### config.mk
export PLATFORM = sky130hd
export DESIGN_NAME = gsr_top
export DESIGN_NICKNAME = d
export VERILOG_FILES = /design/src/shared/gsr_pkg.sv /design/src/hw/gsr_top.sv
export VERILOG_INCLUDE_DIRS = /design/src /design/src/shared
export SDC_FILE = /design/constraint.sdc
export NUM_CORES = 1
export LEC_CHECK = 0
export BUFFER_PORTS_ARGS = -buffer_cell sky130_fd_sc_hd__buf_2
export CORE_ASPECT_RATIO = 1.75
export CORE_MARGIN = 5
export CORE_UTILIZATION = 30
export DETAILED_ROUTE_END_ITERATION = 10
export PLACE_DENSITY_LB_ADDON = 0.08
export SYNTH_ARGS = -nofsm -noshare
export SYNTH_HDL_FRONTEND = slang
export SYNTH_SLANG_ARGS = --single-unit
### constraint.sdc
create_clock -name I_CLK -period 2.1 [get_ports I_CLK]
set_input_delay 0.105 -clock I_CLK [delete_from_list [all_inputs] [get_ports I_CLK]]
set_output_delay 0.105 -clock I_CLK [all_outputs]
set_load 0.01 [all_outputs]
### src/shared/gsr_map.svh
// Purpose: Addresses, widths, field positions and response codes of the pin level readback
// Assumes: Byte addresses on a 32-bit AXI4-Lite register bus
// Notes: Definitions only; included by the package and the top module
`ifndef GSR_MAP_SVH
`define GSR_MAP_SVH

// Pin and word geometry
`define GSR_PIN_COUNT 50
`define GSR_LOW_PINS 32
`define GSR_HIGH_PINS 18
`define GSR_DATA_W 32
`define GSR_ADDR_W 32

// Register byte addresses
`define GSR_ADDR_LEVEL_LOW 32'h90600040
`define GSR_ADDR_LEVEL_HIGH 32'h90600044
`define GSR_ADDR_BUS_MONITOR 32'h90600050

// Field positions and fixed values
`define GSR_HIGH_MSB 17
`define GSR_HIGH_RSVD_LSB 18
`define GSR_HIGH_RSVD_W 14
`define GSR_WORD_ZERO 32'h00000000

// Bus response codes
`define GSR_RESP_OKAY 2'h0
`define GSR_RESP_SLVERR 2'h2

`endif

### src/shared/gsr_pkg.sv
// Purpose: Types shared by the pin level readback
// Assumes: gsr_map.svh gives every width
// Notes: The state struct holds every flip-flop of the top module
`default_nettype none
`include "gsr_map.svh"

package gsr_pkg;

	// Whole register state of the top module
	typedef struct packed {
		logic [`GSR_PIN_COUNT-1:0] sync_a;
		logic [`GSR_PIN_COUNT-1:0] sync_b;
		logic [`GSR_PIN_COUNT-1:0] pin_out;
		logic [`GSR_PIN_COUNT-1:0] pin_oe_n;
		logic aw_held;
		logic [`GSR_ADDR_W-1:0] aw_addr;
		logic w_held;
		logic bvalid;
		logic [1:0] bresp;
		logic rvalid;
		logic [`GSR_DATA_W-1:0] rdata;
		logic [1:0] rresp;
	} gsr_state_t;

endpackage

`default_nettype wire

### src/hw/gsr_top.sv
// Purpose: Live pin level readback over AXI4-Lite, plus output drive of GPIO-output pins
// Assumes: Pins and bus share I_CLK; one write and one read outstanding at most
// Notes: Pin levels pass two flops before any read sees them
//        Writes get OKAY at decoded words and SLVERR elsewhere, and are dropped; nothing here is writable
//
// Design decision made here: the AXI4-Lite register port.
`timescale 1ns/1ps
`default_nettype none
`include "gsr_map.svh"

module gsr_top
(
	// Clock and reset
	input wire logic I_CLK,
	input wire logic I_RSTN,
	// Pads and output control
	input wire logic [`GSR_PIN_COUNT-1:0] I_PIN_IN,
	input wire logic [`GSR_PIN_COUNT-1:0] I_OUT_CTRL,
	input wire logic [`GSR_PIN_COUNT-1:0] I_GPO_SEL,
	output logic [`GSR_PIN_COUNT-1:0] O_PIN_OUT,
	output logic [`GSR_PIN_COUNT-1:0] O_PIN_OE_N,
	// AXI4-Lite write address and data
	input wire logic I_AWVALID,
	output logic O_AWREADY,
	input wire logic [`GSR_ADDR_W-1:0] I_AWADDR,
	input wire logic I_WVALID,
	output logic O_WREADY,
	input wire logic [`GSR_DATA_W-1:0] I_WDATA,
	// AXI4-Lite write response
	output logic O_BVALID,
	input wire logic I_BREADY,
	output logic [1:0] O_BRESP,
	// AXI4-Lite read
	input wire logic I_ARVALID,
	output logic O_ARREADY,
	input wire logic [`GSR_ADDR_W-1:0] I_ARADDR,
	output logic O_RVALID,
	input wire logic I_RREADY,
	output logic [`GSR_DATA_W-1:0] O_RDATA,
	output logic [1:0] O_RRESP
);

	// Whole register state and its next value
	gsr_pkg::gsr_state_t st;
	gsr_pkg::gsr_state_t next_st;
	// Handshakes that complete at this edge
	logic aw_take;
	logic w_take;
	logic ar_take;
	logic [`GSR_ADDR_W-1:0] next_aw_addr;

	// True for any of the three decoded words
	function automatic logic addr_hit(input logic [`GSR_ADDR_W-1:0] addr);
		addr_hit = (addr == `GSR_ADDR_LEVEL_LOW) || (addr == `GSR_ADDR_LEVEL_HIGH)
			|| (addr == `GSR_ADDR_BUS_MONITOR);
	endfunction

	// Read mux: {resp, data}; the monitor word has nothing behind it and reads zero
	function automatic logic [`GSR_DATA_W+1:0] read_word(
		input logic [`GSR_ADDR_W-1:0] addr,
		input logic [`GSR_PIN_COUNT-1:0] lvl
	);
		// Unmapped addresses fall through to an error answer with zero data
		read_word = {`GSR_RESP_SLVERR, `GSR_WORD_ZERO};
		if (addr == `GSR_ADDR_LEVEL_LOW)
		begin
			read_word = {`GSR_RESP_OKAY, lvl[`GSR_LOW_PINS-1:0]};
		end
		else if (addr == `GSR_ADDR_LEVEL_HIGH)
		begin
			read_word = {`GSR_RESP_OKAY, {`GSR_HIGH_RSVD_W{1'b0}},
				lvl[`GSR_PIN_COUNT-1:`GSR_LOW_PINS]};
		end
		else if (addr == `GSR_ADDR_BUS_MONITOR)
		begin
			read_word = {`GSR_RESP_OKAY, `GSR_WORD_ZERO};
		end
	endfunction

	// Ready while nothing of that channel is parked and no response is pending
	assign O_AWREADY = !st.aw_held && !st.bvalid;
	assign O_WREADY = !st.w_held && !st.bvalid;
	assign O_ARREADY = !st.rvalid;
	// A channel moves at the edge where its valid meets its ready
	assign aw_take = I_AWVALID && O_AWREADY;
	assign w_take = I_WVALID && O_WREADY;
	assign ar_take = I_ARVALID && O_ARREADY;
	assign next_aw_addr = aw_take ? I_AWADDR : st.aw_addr;

	// Next state of every flop
	always_comb
	begin
		next_st = st;
		// Pads sampled twice; stage a feeds stage b only, so no read sees a metastable bit
		next_st.sync_a = I_PIN_IN;
		next_st.sync_b = st.sync_a;
		// Output drivers follow control bits only where the pin is a GPIO output
		// Unselected pins drive low with the enable off, so no stale level leaks out
		next_st.pin_out = I_OUT_CTRL & I_GPO_SEL;
		next_st.pin_oe_n = ~I_GPO_SEL;
		// Write path: address and data may come in either order
		// A second write waits on BVALID, so one response at most is outstanding
		if (aw_take)
		begin
			next_st.aw_held = 1'b1;
			next_st.aw_addr = I_AWADDR;
		end
		if (w_take)
		begin
			next_st.w_held = 1'b1;
		end
		// Every word here is read-only or unused, so write data is dropped
		if (next_st.aw_held && next_st.w_held && !st.bvalid)
		begin
			next_st.bvalid = 1'b1;
			next_st.bresp = addr_hit(next_aw_addr) ? `GSR_RESP_OKAY : `GSR_RESP_SLVERR;
			next_st.aw_held = 1'b0;
			next_st.w_held = 1'b0;
		end
		if (st.bvalid && I_BREADY)
		begin
			next_st.bvalid = 1'b0;
		end
		// Read path: data captured at the address handshake, so RDATA stands unchanged
		// until RREADY even while the pads move on underneath it
		if (ar_take)
		begin
			next_st.rvalid = 1'b1;
			{next_st.rresp, next_st.rdata} = read_word(I_ARADDR, st.sync_b);
		end
		else if (st.rvalid && I_RREADY)
		begin
			next_st.rvalid = 1'b0;
		end
	end

	// State register; synchroniser clears too, but refills from the pads two edges later
	// Limitation: a read taken in the first two edges after release sees the cleared
	// stages, so software should allow two clocks before trusting the status words
	always_ff @(posedge I_CLK or negedge I_RSTN)
	begin
		if (!I_RSTN)
		begin
			st <= '0;
			st.pin_oe_n <= {`GSR_PIN_COUNT{1'b1}}; // Pads released until configured
		end
		else
		begin
			st <= next_st;
		end
	end

	// Port drive, all from flops
	assign O_PIN_OUT = st.pin_out;
	assign O_PIN_OE_N = st.pin_oe_n;
	assign O_BVALID = st.bvalid;
	assign O_BRESP = st.bresp;
	assign O_RVALID = st.rvalid;
	assign O_RDATA = st.rdata;
	assign O_RRESP = st.rresp;
endmodule

`default_nettype wire

Word-level counts from Yosys, hierarchy flattened
Cells that the tools add are included.
{"block": "totals", "regBits": 272, "input_bits": 253, "out_inout_bits": 141, "elab_cells": 49}
{"block": "op_classes", "n_eq_ne": 6, "mux": 12, "n_bitwise": 2, "n_reduce_logical": 17}
{"cell": "$eq A32 B32 Y1 const B", "count": 6}
{"cell": "$mux W34", "count": 3}
{"cell": "$and A50 B50 Y50", "count": 1}
{"cell": "$not A50 Y50", "count": 1}
{"cell": "$mux W33", "count": 1}
{"cell": "$mux W32", "count": 1}
{"cell": "$logic_and A1 B1 Y1", "count": 9}
{"cell": "$mux W1", "count": 5}
{"cell": "$logic_not A1 Y1", "count": 4}
{"cell": "$mux W4", "count": 1}
{"cell": "$reduce_bool A2 Y1", "count": 2}
{"cell": "$logic_or A1 B1 Y1", "count": 2}
{"cell": "$mux W2", "count": 1}

Logic depth before layout (Yosys ltp)
Gate-level depths: netlist (run 1).
{"block": "logic_depth", "word_depth": 10, "depth_mapped": 7, "mapped_depth_nobuf": 4}

Worst setup path after synthesis (run 1)
Ideal clock, no wire load.
{"block": "synth_path", "path_type": "register to register", "start": "reg st (netlist bit O_RVALID)", "end": "reg st (netlist bit O_RDATA[10])", "setup_time_ns": 0.074, "t_arrival_ns": 1.643, "required_ns": 2.026, "slack_ns": 0.383, "path_stages_with_launch": 8, "n_path_buf": 3, "synth_period_minus_slack_ns": 1.717, "cell_sequence": "dfrtp_1 > nand2b_1 > buf_2 > or2_1 > or3_1 > buf_6 > buf_12 > o21ai_2"}
{"block": "synth_via", "elab_chain_cells": 2}
{"element": "start, declared", "line": "gsr_top.sv:44", "rtl": "gsr_pkg::gsr_state_t st;"}
{"element": "start signal, assigned", "line": "gsr_top.sv:149", "rtl": "st <= next_st;"}
{"element": "$logic_not A1 Y1", "line": "gsr_top.sv:83", "rtl": "assign O_ARREADY = !st.rvalid;"}
{"element": "$logic_and A1 B1 Y1", "line": "gsr_top.sv:87", "rtl": "assign ar_take = I_ARVALID && O_ARREADY;"}
No other way between the ends.
A chain may end at the register's enable or synchronous reset.

==> results of run 1 <==
## report_power, final
group	total [mW]	internal, mW	leakage [nW]	switching (mW)
combinational	1.69	0.986	3.23	0.704
clock	4.87	2.89	0.441	1.98
sequential	6.04	5.79	3.23	0.255
total	12.6	9.66	6.90	2.94
## registers in the layout, indices dropped and copies added (netlist names)
register and cells:
st 84, O_RDATA 32, O_RRESP 1, O_PIN_OE_N 50, O_RVALID 1, O_PIN_OUT 50
O_BRESP 1, O_BVALID 1, next_st 50
## routing by layer
layer | up-vias | wire length [microns] | global-route usage, %
met4 | 0 | 956 | 5.54
met2 | 252 | 13400 | 24.6
met1 | 3015 | 8100 | 13.2
li1 | 2922 | - | -
met3 | 57 | 1980 | 4.15
met5 | - | 0 | 0
## per-stage QoR
stage | hold slack, ps | power (mW) | cells | area, sq um
detailed placement | 108 | 7.53 | 1301 | 11100
global route | 33.6 | 13.2 | 1541 | 13900
global placement | 107 | 7.51 | 1301 | 11100
CTS | 7.25 | 12.9 | 1540 | 13900
finish | 55.7 | 12.6 | 1541 | 13900
floorplan | -191 | 6.94 | 677 | 9710
## worst max-delay path, stage by stage (launching register included)
cell	delay (ps)
sky130_fd_sc_hd__dfrtp_1	470
sky130_fd_sc_hd__o21bai_1	240
sky130_fd_sc_hd__nor2_1	200
sky130_fd_sc_hd__nor2_1	80
sky130_fd_sc_hd__dlygate4sd3_1	560
## layout by cell type (no fill, tap or decap), types with 2 or more instances in the layout
master and n:
sky130_fd_sc_hd__a22o_1 14, sky130_fd_sc_hd__and2_1 50, sky130_fd_sc_hd__buf_12 4, sky130_fd_sc_hd__buf_2 358, sky130_fd_sc_hd__buf_4 9, sky130_fd_sc_hd__bufinv_16 2
sky130_fd_sc_hd__clkbuf_1 5, sky130_fd_sc_hd__clkbuf_16 27, sky130_fd_sc_hd__clkbuf_8 8, sky130_fd_sc_hd__clkinv_2 4, sky130_fd_sc_hd__clkinvlp_4 3, sky130_fd_sc_hd__conb_1 2
sky130_fd_sc_hd__dfrtp_1 220, sky130_fd_sc_hd__dfstp_2 50, sky130_fd_sc_hd__dlygate4sd3_1 190, sky130_fd_sc_hd__inv_1 52, sky130_fd_sc_hd__mux2_2 32, sky130_fd_sc_hd__mux2i_1 18
sky130_fd_sc_hd__nand2_1 21, sky130_fd_sc_hd__nand4_1 4, sky130_fd_sc_hd__nand4b_1 2, sky130_fd_sc_hd__nor2_1 7, sky130_fd_sc_hd__nor4_1 10, sky130_fd_sc_hd__nor4b_1 4
sky130_fd_sc_hd__nor4b_2 4, sky130_fd_sc_hd__nor4bb_1 2, sky130_fd_sc_hd__o21ai_0 11, sky130_fd_sc_hd__o21ai_2 10, sky130_fd_sc_hd__o22ai_1 2
## worst max path at each step
stage / slack (ps) / cells past startpoint / startpoint / to
global route: 360 / 5 / O_RVALID / O_RDATA[3]
CTS: 420 / 5 / O_RVALID / O_RDATA[6]
detailed placement: 360 / 6 / I_ARADDR[13] / O_RDATA[6]
floorplan: 380 / 7 / O_RVALID / O_RDATA[10]
global placement: 420 / 6 / I_ARADDR[13] / O_RDATA[1]
finish: 430 / 4 / O_BVALID / st[38]
## cell families (layout without fill, tap and decap cells)
| kind of cell | Yosys count | in the layout | synth area share [%] |
|---|---|---|---|
| multiplexers | 50 | 50 | 5.57 |
| flip-flops | 270 | 270 | 70.2 |
| other | 1 | 3 | 0.0386 |
| AO/OA/AOI/OAI | 42 | 42 | 3.21 |
| AND/OR/NAND/NOR | 113 | 113 | 7.63 |
| buffers and inverters | 200 | 663 | 13.3 |
## area by class of cell
class | instances | area, sq um | area share [%]
clock inverters | 9 | 103 | 0.739
inverters | 52 | 195 | 1.41
diodes | 1 | 2.50 | 0.0180
repair buffers | 562 | 3860 | 27.8
flip-flops and latches | 270 | 6820 | 49.1
well taps | 400 | 500 | 3.60
clock buffers | 40 | 805 | 5.79
multi-input cells | 207 | 1610 | 11.6
==> impl_metrics.py, run 1 <==
metrics = {
    "floorplanning": {
        "die_h_microns": 248,
        "io-pin-count": 394,
        "core_area_sq_mm": 0.0321,
        "rows": 87,
        "fp.dieArea_sq_mm": 0.0362,
        "floorplan.initialDensity_pct": 30.2,
        "fp.dieW_microns": 146,
    },
    "detailed_routing": {
        "first_iter_violations": 87,
        "wirelength_mm": 24.4,
        "vias_per_cell": 4.05,
        "wire_per_inst_microns": 15.8,
        "dr_total_vias": 6246,
        "drt_drc_violations_left": 0,
        "drt-pass1-iter-count": 4,
        "detail-route-antenna-nets": 0,
    },
    "cells_and_area": {
        "area_growth_pct": 43.1,
        "fillCellCount": 3020,
        "drive_gt1_share_pct": 45.4,
        "nets": 1373,
        "finalCoreUtilization_pct": 43.3,
    },
    "sta": {
        "period_minus_slack_ps": 1670,
        "clock.fmax_mhz": 600,
        "total_of_endpoints_with_negative_setup_slack_in_the_final_report": 0,
        "worst_clock_skew_ps": 10.5,
        "setup-tns-final_ps": 0,
        "finalHoldViolations": 0,
        "tightestPinTransition_ps": 548,
        "timing.final.ws_setup_ps": 433,
        "slew_headroom_pct": 63.5,
        "final_critical_path_share_of_the_clock_period_pct": 79.4,
        "drv_slew": 0,
        "rsz0062_at_grt": "no",
    },
    "critical_path": {
        "required_ps": 2510,
        "end_kind": "flop",
        "r2r-end": "st[38]",
        "crit_path_start_kind": "flop",
        "regToRegStartpoint": "O_BVALID",
        "critPathArrivalTime_ps": 2080,
        "worst_r2r_path_depth": 4,
        "timing_worst_setup_path_type": "flop to flop",
        "critical_path.max_fanout": 7,
        "worst_setup_slack_for_register_to_register_paths_ps": 430,
    },
    "yosys": {
        "most_instantiated_library_cell_after_synthesis": "sky130_fd_sc_hd__dfrtp_1",
        "yosys.cell_types.count": 38,
        "synth-async-reset-ratio_pct": 100,
        "yosys_warnings": 0,
        "synth.top_cells.by_area": "sky130_fd_sc_hd__dfrtp_1 (57%), sky130_fd_sc_hd__dfstp_2 (14%), sky130_fd_sc_hd__buf_4 (11%)",
        "sequential_fraction_of_the_synthesis_area_pct": 70.2,
        "synth.top_cell.area_share_pct": 56.7,
        "synth_enable_flop_cells": 0,
        "postSynthCellCount": 676,
        "postSynthRegisterBits": 270,
        "postSynth.topFlopCell": "sky130_fd_sc_hd__dfrtp_1",
        "yosys.area.top_type": "sky130_fd_sc_hd__dfrtp_1",
        "synth.cell_area_sq_mm": 0.00971,
        "syn_area_per_cell_sq_um": 14.4,
        "synth.cells.most_frequent": "sky130_fd_sc_hd__dfrtp_1 (220), sky130_fd_sc_hd__buf_4 (136), sky130_fd_sc_hd__inv_1 (52)",
    },
    "global_routing": {
        "grt_util_all_layers_pct": 13.0,
        "largest_net_degree_at_the_start_of_global_routing": 69,
        "grt_antenna_before_repair": 1,
        "grt_pass1_wl_mm": 37.4,
        "grt_pass1_vias": 7145,
        "grt.overflow.total": 0,
    },
    "flow_run": {
        "drv_cap": 0,
    },
    "clocking": {
        "cts_tree": "yes",
        "cts_max_level": 1,
        "cts.repair_timing.setup_buffer_count": 0,
        "ctsRootBufferMaster": "sky130_fd_sc_hd__clkbuf_16",
        "hold_buffers": 190,
        "cts_resized": 0,
        "numClockSinks": 270,
        "cts_made_buffers": 27,
        "cts.reportedPaths.clkPinSlew_ps": 70,
        "clk_latency_ps": 530,
        "cts.path.max_buffers": 3,
    },
    "hold_path": {
        "worstHoldStart": "I_ARADDR[25]",
        "min-delay-path-class": "primary input to flop",
        "worstHoldEndpoint": "O_RRESP[1]",
        "hold-path-cell-count": 5,
    },
    "placement": {
        "hpwlAfterDp_mm": 17.4,
        "place.port_buffers": 359,
        "final_replace_weighted_congestion": 0.766,
        "pre_cts_slack_ps": 361,
    },
    "pwr": {
        "vdd_ir_drop_max_mv": 0.689,
        "leakagePower_nw": 6.90,
        "power_density_mw_per_mm2": 907,
    },
    "run_status": {
        "run_status": "finished clean",
    },
}
No activity file was read; power rests on OpenSTA's default activity.
==> run 2: changes to the inputs <==
- ABC_AREA: default -> 1
- clock period: 2.1 -> 1.3 ns (I/O delays scaled with it)
==> run 2 against run 1 <==
  * The run now ends with setup timing left
  * Largest cell class unchanged
  * Worst setup slack worse by 700 ps
  * Sequential power grew 58%
  * Register-to-register slack got worse by 700 ps
  * Hold slack worse by 37 ps
==> impl_metrics.py, run 2 <==
metrics = {
    "run_status": {
        "run_status": "finished with violations",
        "violations": "setup timing",
    },
    "sta": {
        "rsz0062_at_grt": "yes",
        "timing.hold.ws_ps": 19.2,
        "tightestPinTransition_ps": 841,
        "setup-tns-final_ps": -622,
        "total_of_endpoints_with_negative_setup_slack_in_the_final_report": 4,
        "finalHoldViolations": 0,
        "final_critical_path_share_of_the_clock_period_pct": 121,
        "slew_headroom_pct": 43.9,
        "worst_clock_skew_ps": 10.5,
        "period_minus_slack_ps": 1570,
        "drv_slew": 0,
        "timing.final.ws_setup_ps": -272,
        "clock.fmax_mhz": 636,
    },
    "yosys": {
        "postSynthRegisterBits": 270,
        "postSynthCellCount": 965,
        "yosys_warnings": 0,
        "synth_enable_flop_cells": 0,
        "syn_area_per_cell_sq_um": 10.6,
        "synth.cells.most_frequent": "sky130_fd_sc_hd__nand2_1 (237), sky130_fd_sc_hd__dfrtp_1 (220), sky130_fd_sc_hd__inv_1 (167)",
        "synth.top_cell.area_share_pct": 53.8,
        "synth.cell_area_sq_mm": 0.0102,
        "synth.top_cells.by_area": "sky130_fd_sc_hd__dfrtp_1 (54%), sky130_fd_sc_hd__dfstp_2 (13%), sky130_fd_sc_hd__buf_4 (10%)",
        "postSynth.topFlopCell": "sky130_fd_sc_hd__dfrtp_1",
        "synth-async-reset-ratio_pct": 100,
        "sequential_fraction_of_the_synthesis_area_pct": 66.6,
        "yosys.area.top_type": "sky130_fd_sc_hd__dfrtp_1",
        "yosys.cell_types.count": 28,
        "most_instantiated_library_cell_after_synthesis": "sky130_fd_sc_hd__nand2_1",
    },
    "pwr": {
        "power_density_mw_per_mm2": 1460,
        "totalPowerFinal_mw": 21.9,
        "vdd_ir_drop_max_mv": 1.20,
        "leakagePower_nw": 8.20,
    },
    "clocking": {
        "numClockSinks": 270,
        "ctsRootBufferMaster": "sky130_fd_sc_hd__clkbuf_16",
        "cts_max_level": 1,
        "cts_tree": "yes",
        "clk_latency_ps": 540,
        "cts.reportedPaths.clkPinSlew_ps": 60,
        "cts_made_buffers": 28,
        "cts.path.max_buffers": 3,
    },
    "hold_path": {
        "hold-path-cell-count": 5,
        "worstHoldEndpoint": "O_RRESP[1]",
        "min-delay-path-class": "primary input to flop",
        "worstHoldStart": "I_ARADDR[5]",
    },
    "placement": {
        "placedInstanceArea_sq_mm": 0.0120,
        "pre_cts_slack_ps": -360,
        "dpl.cell_count": 1674,
        "hpwlAfterDp_mm": 19.8,
        "place.port_buffers": 359,
        "final_replace_weighted_congestion": 0.759,
    },
    "cells_and_area": {
        "fillCellCount": 3273,
        "drive_gt1_share_pct": 36.3,
        "layout.cells.most_common_list": "sky130_fd_sc_hd__buf_2 (345), sky130_fd_sc_hd__nand2_1 (234), sky130_fd_sc_hd__dfrtp_1 (220), sky130_fd_sc_hd__dlygate4sd3_1 (188), sky130_fd_sc_hd__inv_1 (166)",
        "mostFrequentLayoutCell": "sky130_fd_sc_hd__buf_2",
        "design_area_sq_mm": 0.0150,
        "nets": 1694,
        "ff_latch_area_sq_mm": 0.00682,
        "number_of_flip_flops_under_the_largest_register_name": 84,
        "area_occupied_by_multi_input_gates_sq_mm": 0.00171,
        "layout.cells.non_filler": 1921,
        "largest-register": "st",
        "finalCoreUtilization_pct": 44.6,
        "area_growth_pct": 46.9,
    },
    "global_routing": {
        "grt.overflow.total": 0,
        "largest_net_degree_at_the_start_of_global_routing": 55,
        "grt_pass1_wl_mm": 42.3,
        "grt_pass1_vias": 8220,
        "grt_util_all_layers_pct": 14.1,
        "grt_antenna_before_repair": 4,
    },
    "floorplanning": {
        "floorplan.initialDensity_pct": 30.3,
        "core_area_sq_mm": 0.0337,
        "die_h_microns": 254,
        "rows": 89,
        "fp.dieW_microns": 150,
        "fp.dieArea_sq_mm": 0.0381,
        "io-pin-count": 394,
    },
    "critical_path": {
        "critical_path.max_fanout": 15,
        "regToRegStartpoint": "st[71]",
        "required_ps": 1730,
        "worst_setup_slack_for_register_to_register_paths_ps": -270,
        "worst_r2r_path_depth": 11,
        "timing_worst_setup_path_type": "flop to flop",
        "crit_path_start_kind": "flop",
        "critPathArrivalTime_ps": 2000,
        "end_kind": "flop",
        "r2r-end": "O_BRESP[1]",
    },
    "detailed_routing": {
        "vias_per_cell": 3.91,
        "wire_per_inst_microns": 14.2,
        "detail-route-antenna-nets": 0,
        "first_iter_violations": 133,
        "drt_drc_violations_left": 0,
        "wirelength_mm": 27.2,
        "dr_total_vias": 7512,
        "drt-pass1-iter-count": 4,
    },
    "flow_run": {
        "drv_cap": 0,
    },
}
==> run 2: changes by cell type after synthesis, sizes merged, moves of 11 or more <==
cell,previous run,this run
nor2,7,31
nand2,21,238
mux2i,18,0
nor4,11,0
inv,52,168
mux2,32,0
a22o,14,0
and2,50,0
nand3,0,45
nand3b,1,17
==> run 2: logic make-up after synthesis <==
group	share of synthesized area, %
simple gates	14.7
other cells	0.0366
compound gates	1.30
buf+inv	17.4
flops	66.6
==> run 2: what timing repair did <==
action / CTS / global route
pin swaps: 4 / 2
endpoints found under the hold margin: 452 / 0
hold buffers: 190 / 0
resized for setup: 16 / 25
endpoints found under the setup margin: 10 / 32
cloned: 0 / 0
buffers inserted: 2 / 1
==> run 2: worst max path at each step <==
stage	to	from	slack, ps	cells past startpoint
floorplan	O_BRESP[1]	O_BVALID	-190	9
global placement	O_BRESP[1]	st[71]	-350	11
detailed placement	O_BRESP[1]	st[71]	-360	11
CTS	O_BRESP[1]	st[71]	-290	11
global route	O_BRESP[1]	st[71]	-440	11
finish	O_BRESP[1]	st[71]	-270	11
==> run 2: routing by layer <==
layer  routed length [microns]  share of wire, %  vias to the layer above  track usage (%)
met5                        11             0.040                        -                0
met4                       718               2.6                        2             4.97
met1                      9270                34                     3566             14.3
li1                          -                 -                     3682                -
met2                     15500                57                      219             27.9
met3                      1770               6.5                       43             2.95
==> run 2: final cells by class <==
type / instances / area share (%)
tap: 455 / 3.79
antenna: 3 / 0.0499
sequential: 270 / 45.4
clock buffer: 43 / 5.71
multi-input combinational: 371 / 11.4
inverter: 169 / 4.24
clock inverter: 9 / 0.674
timing repair buffer: 601 / 28.8
==> run 2: worst max-delay path: stages, from the launching register on <==
cell	delay, ps
sky130_fd_sc_hd__dfrtp_1	410
sky130_fd_sc_hd__nor2_4	190
sky130_fd_sc_hd__buf_12	160
sky130_fd_sc_hd__nand3_1	70
sky130_fd_sc_hd__nand2_1	80
sky130_fd_sc_hd__nand2_1	70
sky130_fd_sc_hd__nor2_2	160
sky130_fd_sc_hd__nand2_1	80
sky130_fd_sc_hd__nor2_1	90
sky130_fd_sc_hd__nand3_1	80
sky130_fd_sc_hd__nand2_1	60
sky130_fd_sc_hd__inv_1	30
==> run 2: where the power goes <==
group | switching (mW) | internal [mW]
clock | 3.27 | 4.94
combinational | 2.10 | 2.09
sequential | 0.241 | 9.29
total | 5.62 | 16.3
==> run 3: changes to the inputs <==
- BUFFER_PORTS_ARGS: -buffer_cell sky130_fd_sc_hd__buf_2 -> -buffer_cell sky130_fd_sc_hd__buf_4
- clock period: 1.3 -> 1.28 ns (I/O delays scaled with it)
==> run 3 against run 2 <==
  * The run still ends with setup timing left
  * Fmax decreased by 2.5%
  * Via count is 0.63% lower
  * Largest power group unchanged
  * First-iteration DRC count grew 6.0%
  * Critical path type unchanged
==> impl_metrics.py, run 3 (same netlist as run 2, synthesis figures left out) <==
metrics = {
    "cells_and_area": {
        "nets": 1695,
        "area_growth_pct": 55.1,
        "layout.cells.most_common_list": "sky130_fd_sc_hd__buf_4 (392), sky130_fd_sc_hd__nand2_1 (226), sky130_fd_sc_hd__dfrtp_1 (220), sky130_fd_sc_hd__dlygate4sd3_1 (189), sky130_fd_sc_hd__inv_1 (164)",
        "mostFrequentLayoutCell": "sky130_fd_sc_hd__buf_4",
        "fillCellCount": 3213,
        "finalCoreUtilization_pct": 47.1,
        "design_area_sq_mm": 0.0159,
        "number_of_flip_flops_under_the_largest_register_name": 84,
        "drive_gt1_share_pct": 37.0,
        "layout.cells.non_filler": 1920,
        "largest-register": "st",
    },
    "floorplanning": {
        "rows": 89,
        "floorplan.initialDensity_pct": 30.3,
        "core_area_sq_mm": 0.0337,
        "fp.dieW_microns": 150,
        "io-pin-count": 394,
        "fp.dieArea_sq_mm": 0.0381,
        "die_h_microns": 254,
    },
    "detailed_routing": {
        "drt-pass1-iter-count": 4,
        "wirelength_mm": 26.9,
        "detail-route-antenna-nets": 0,
        "drt_drc_violations_left": 0,
        "wire_per_inst_microns": 14.0,
        "vias_per_cell": 3.89,
        "first_iter_violations": 141,
        "dr_total_vias": 7465,
    },
    "sta": {
        "rsz0062_at_grt": "yes",
        "finalHoldViolations": 0,
        "worst_clock_skew_ps": 7.60,
        "period_minus_slack_ps": 1610,
        "setup-tns-final_ps": -1200,
        "timing.hold.ws_ps": 46.0,
        "clock.fmax_mhz": 621,
        "timing.final.ws_setup_ps": -331,
        "drv_slew": 0,
        "final_critical_path_share_of_the_clock_period_pct": 126,
        "total_of_endpoints_with_negative_setup_slack_in_the_final_report": 10,
    },
    "global_routing": {
        "grt.overflow.total": 0,
        "grt_util_all_layers_pct": 13.7,
        "grt_pass1_vias": 8100,
        "grt_pass1_wl_mm": 41.4,
        "grt_antenna_before_repair": 3,
        "largest_net_degree_at_the_start_of_global_routing": 48,
    },
    "pwr": {
        "power_density_mw_per_mm2": 1400,
        "seq_power_share_pct": 43.7,
        "p_int_mw": 16.6,
        "totalPowerFinal_mw": 22.2,
        "combinational_group_share_of_total_power_pct": 20.7,
        "power.net_switching_mw": 5.61,
        "leakagePower_nw": 8.43,
        "vdd_ir_drop_max_mv": 1.39,
        "power.share.switching_pct": 25.3,
        "clock_power_share_pct": 35.6,
    },
    "placement": {
        "dpl.cell_count": 1673,
        "final_replace_weighted_congestion": 0.754,
        "placedInstanceArea_sq_mm": 0.0129,
        "pre_cts_slack_ps": -326,
        "hpwlAfterDp_mm": 20.0,
        "place.port_buffers": 359,
    },
    "critical_path": {
        "end_kind": "flop",
        "critical_path.max_fanout": 6,
        "critPathArrivalTime_ps": 2040,
        "timing_worst_setup_path_type": "flop to flop",
        "required_ps": 1700,
        "crit_path_start_kind": "flop",
    },
    "clocking": {
        "cts.reportedPaths.clkPinSlew_ps": 60,
        "cts.path.max_buffers": 3,
        "cts_made_buffers": 26,
        "ctsRootBufferMaster": "sky130_fd_sc_hd__clkbuf_16",
        "clk_latency_ps": 520,
        "cts_max_level": 1,
        "cts_tree": "yes",
        "numClockSinks": 270,
    },
    "run_status": {
        "run_status": "finished with violations",
        "violations": "setup timing",
    },
    "flow_run": {
        "drv_cap": 0,
    },
    "hold_path": {
        "min-delay-path-class": "primary input to asynchronous set/reset pin",
    },
}
==> run 3: cell types whose count changed in the layout (fill, tap and decap cells not counted), sizes merged <==
cell,previous run,this run
clkbuf,43,41
dlymetal6s4s,1,0
clkinv,7,5
dlygate4sd3,188,189
clkinvlp,0,2
buf,412,413
==> run 3: per-layer routing <==
metal	part of all wire [%]	vias up	GRT usage, %
li1	-	3679	-
met1	34	3508	14.2
met2	57	228	26.8
met3	6.2	50	2.83
met4	3.1	0	5.05
met5	0	-	0
==> run 3: worst paths after layout <==
path	start	endpoint	slack [ps]	cells after the start
worst max-delay path	st[71]	O_BRESP[1]	-330	11
worst min-delay path	I_RSTN	next_st[178]	50	2
worst max register to register	st[71]	O_BRESP[1]	-330	11
worst min register to register	next_st[185]	st[185]	340	0
max in group asynchronous	I_RSTN	st[57]	600	3
min in group I_CLK	I_ARADDR[4]	O_RRESP[1]	80	5
==> run 3: final cells by class <==
type | count | area (sq um) | share of cell area, %
Sequential cell | 270 | 6820 | 42.9
Timing Repair Buffer | 604 | 5230 | 33.0
Multi-Input combinational cell | 371 | 1710 | 10.8
Clock buffer | 39 | 801 | 5.04
Inverter | 169 | 639 | 4.03
Tap cell | 455 | 569 | 3.59
Clock inverter | 9 | 100 | 0.630
Antenna cell | 3 | 7.51 | 0.0473
==> run 3: repair_timing <==
| item | 4_1_cts | 5_1_grt |
|---|---|---|
| cloned | 0 | 2 |
| pin swaps | 0 | 7 |
| buffers inserted | 0 | 9 |
| setup endpoints to repair | 10 | 23 |
| hold buffers | 189 | 0 |
| endpoints found under the hold margin | 422 | 0 |
| resized for setup | 9 | 30 |
==> run 3: power groups by stage <==
stage	sequential, mW	clock (mW)	combinational (mW)
5_1_grt	9.78	8.52	5.15
4_1_cts	9.70	8.26	4.30
3_5_place_dp	9.84	0	3.70
6_report	9.71	7.90	4.60
2_1_floorplan	9.79	0	1.87
3_3_place_gp	9.83	0	3.67
==> run 3: worst max-delay path, cell delays in order (launching register included) <==
cell and delay, ps:
sky130_fd_sc_hd__dfrtp_1 410, sky130_fd_sc_hd__nor2_4 190, sky130_fd_sc_hd__nand2_4 110, sky130_fd_sc_hd__buf_12 150
sky130_fd_sc_hd__buf_8 120, sky130_fd_sc_hd__nand2_2 50, sky130_fd_sc_hd__o21a_1 130, sky130_fd_sc_hd__nor2_1 50
sky130_fd_sc_hd__nor2_2 120, sky130_fd_sc_hd__nand3_1 90, sky130_fd_sc_hd__nand2_1 60, sky130_fd_sc_hd__inv_1 30
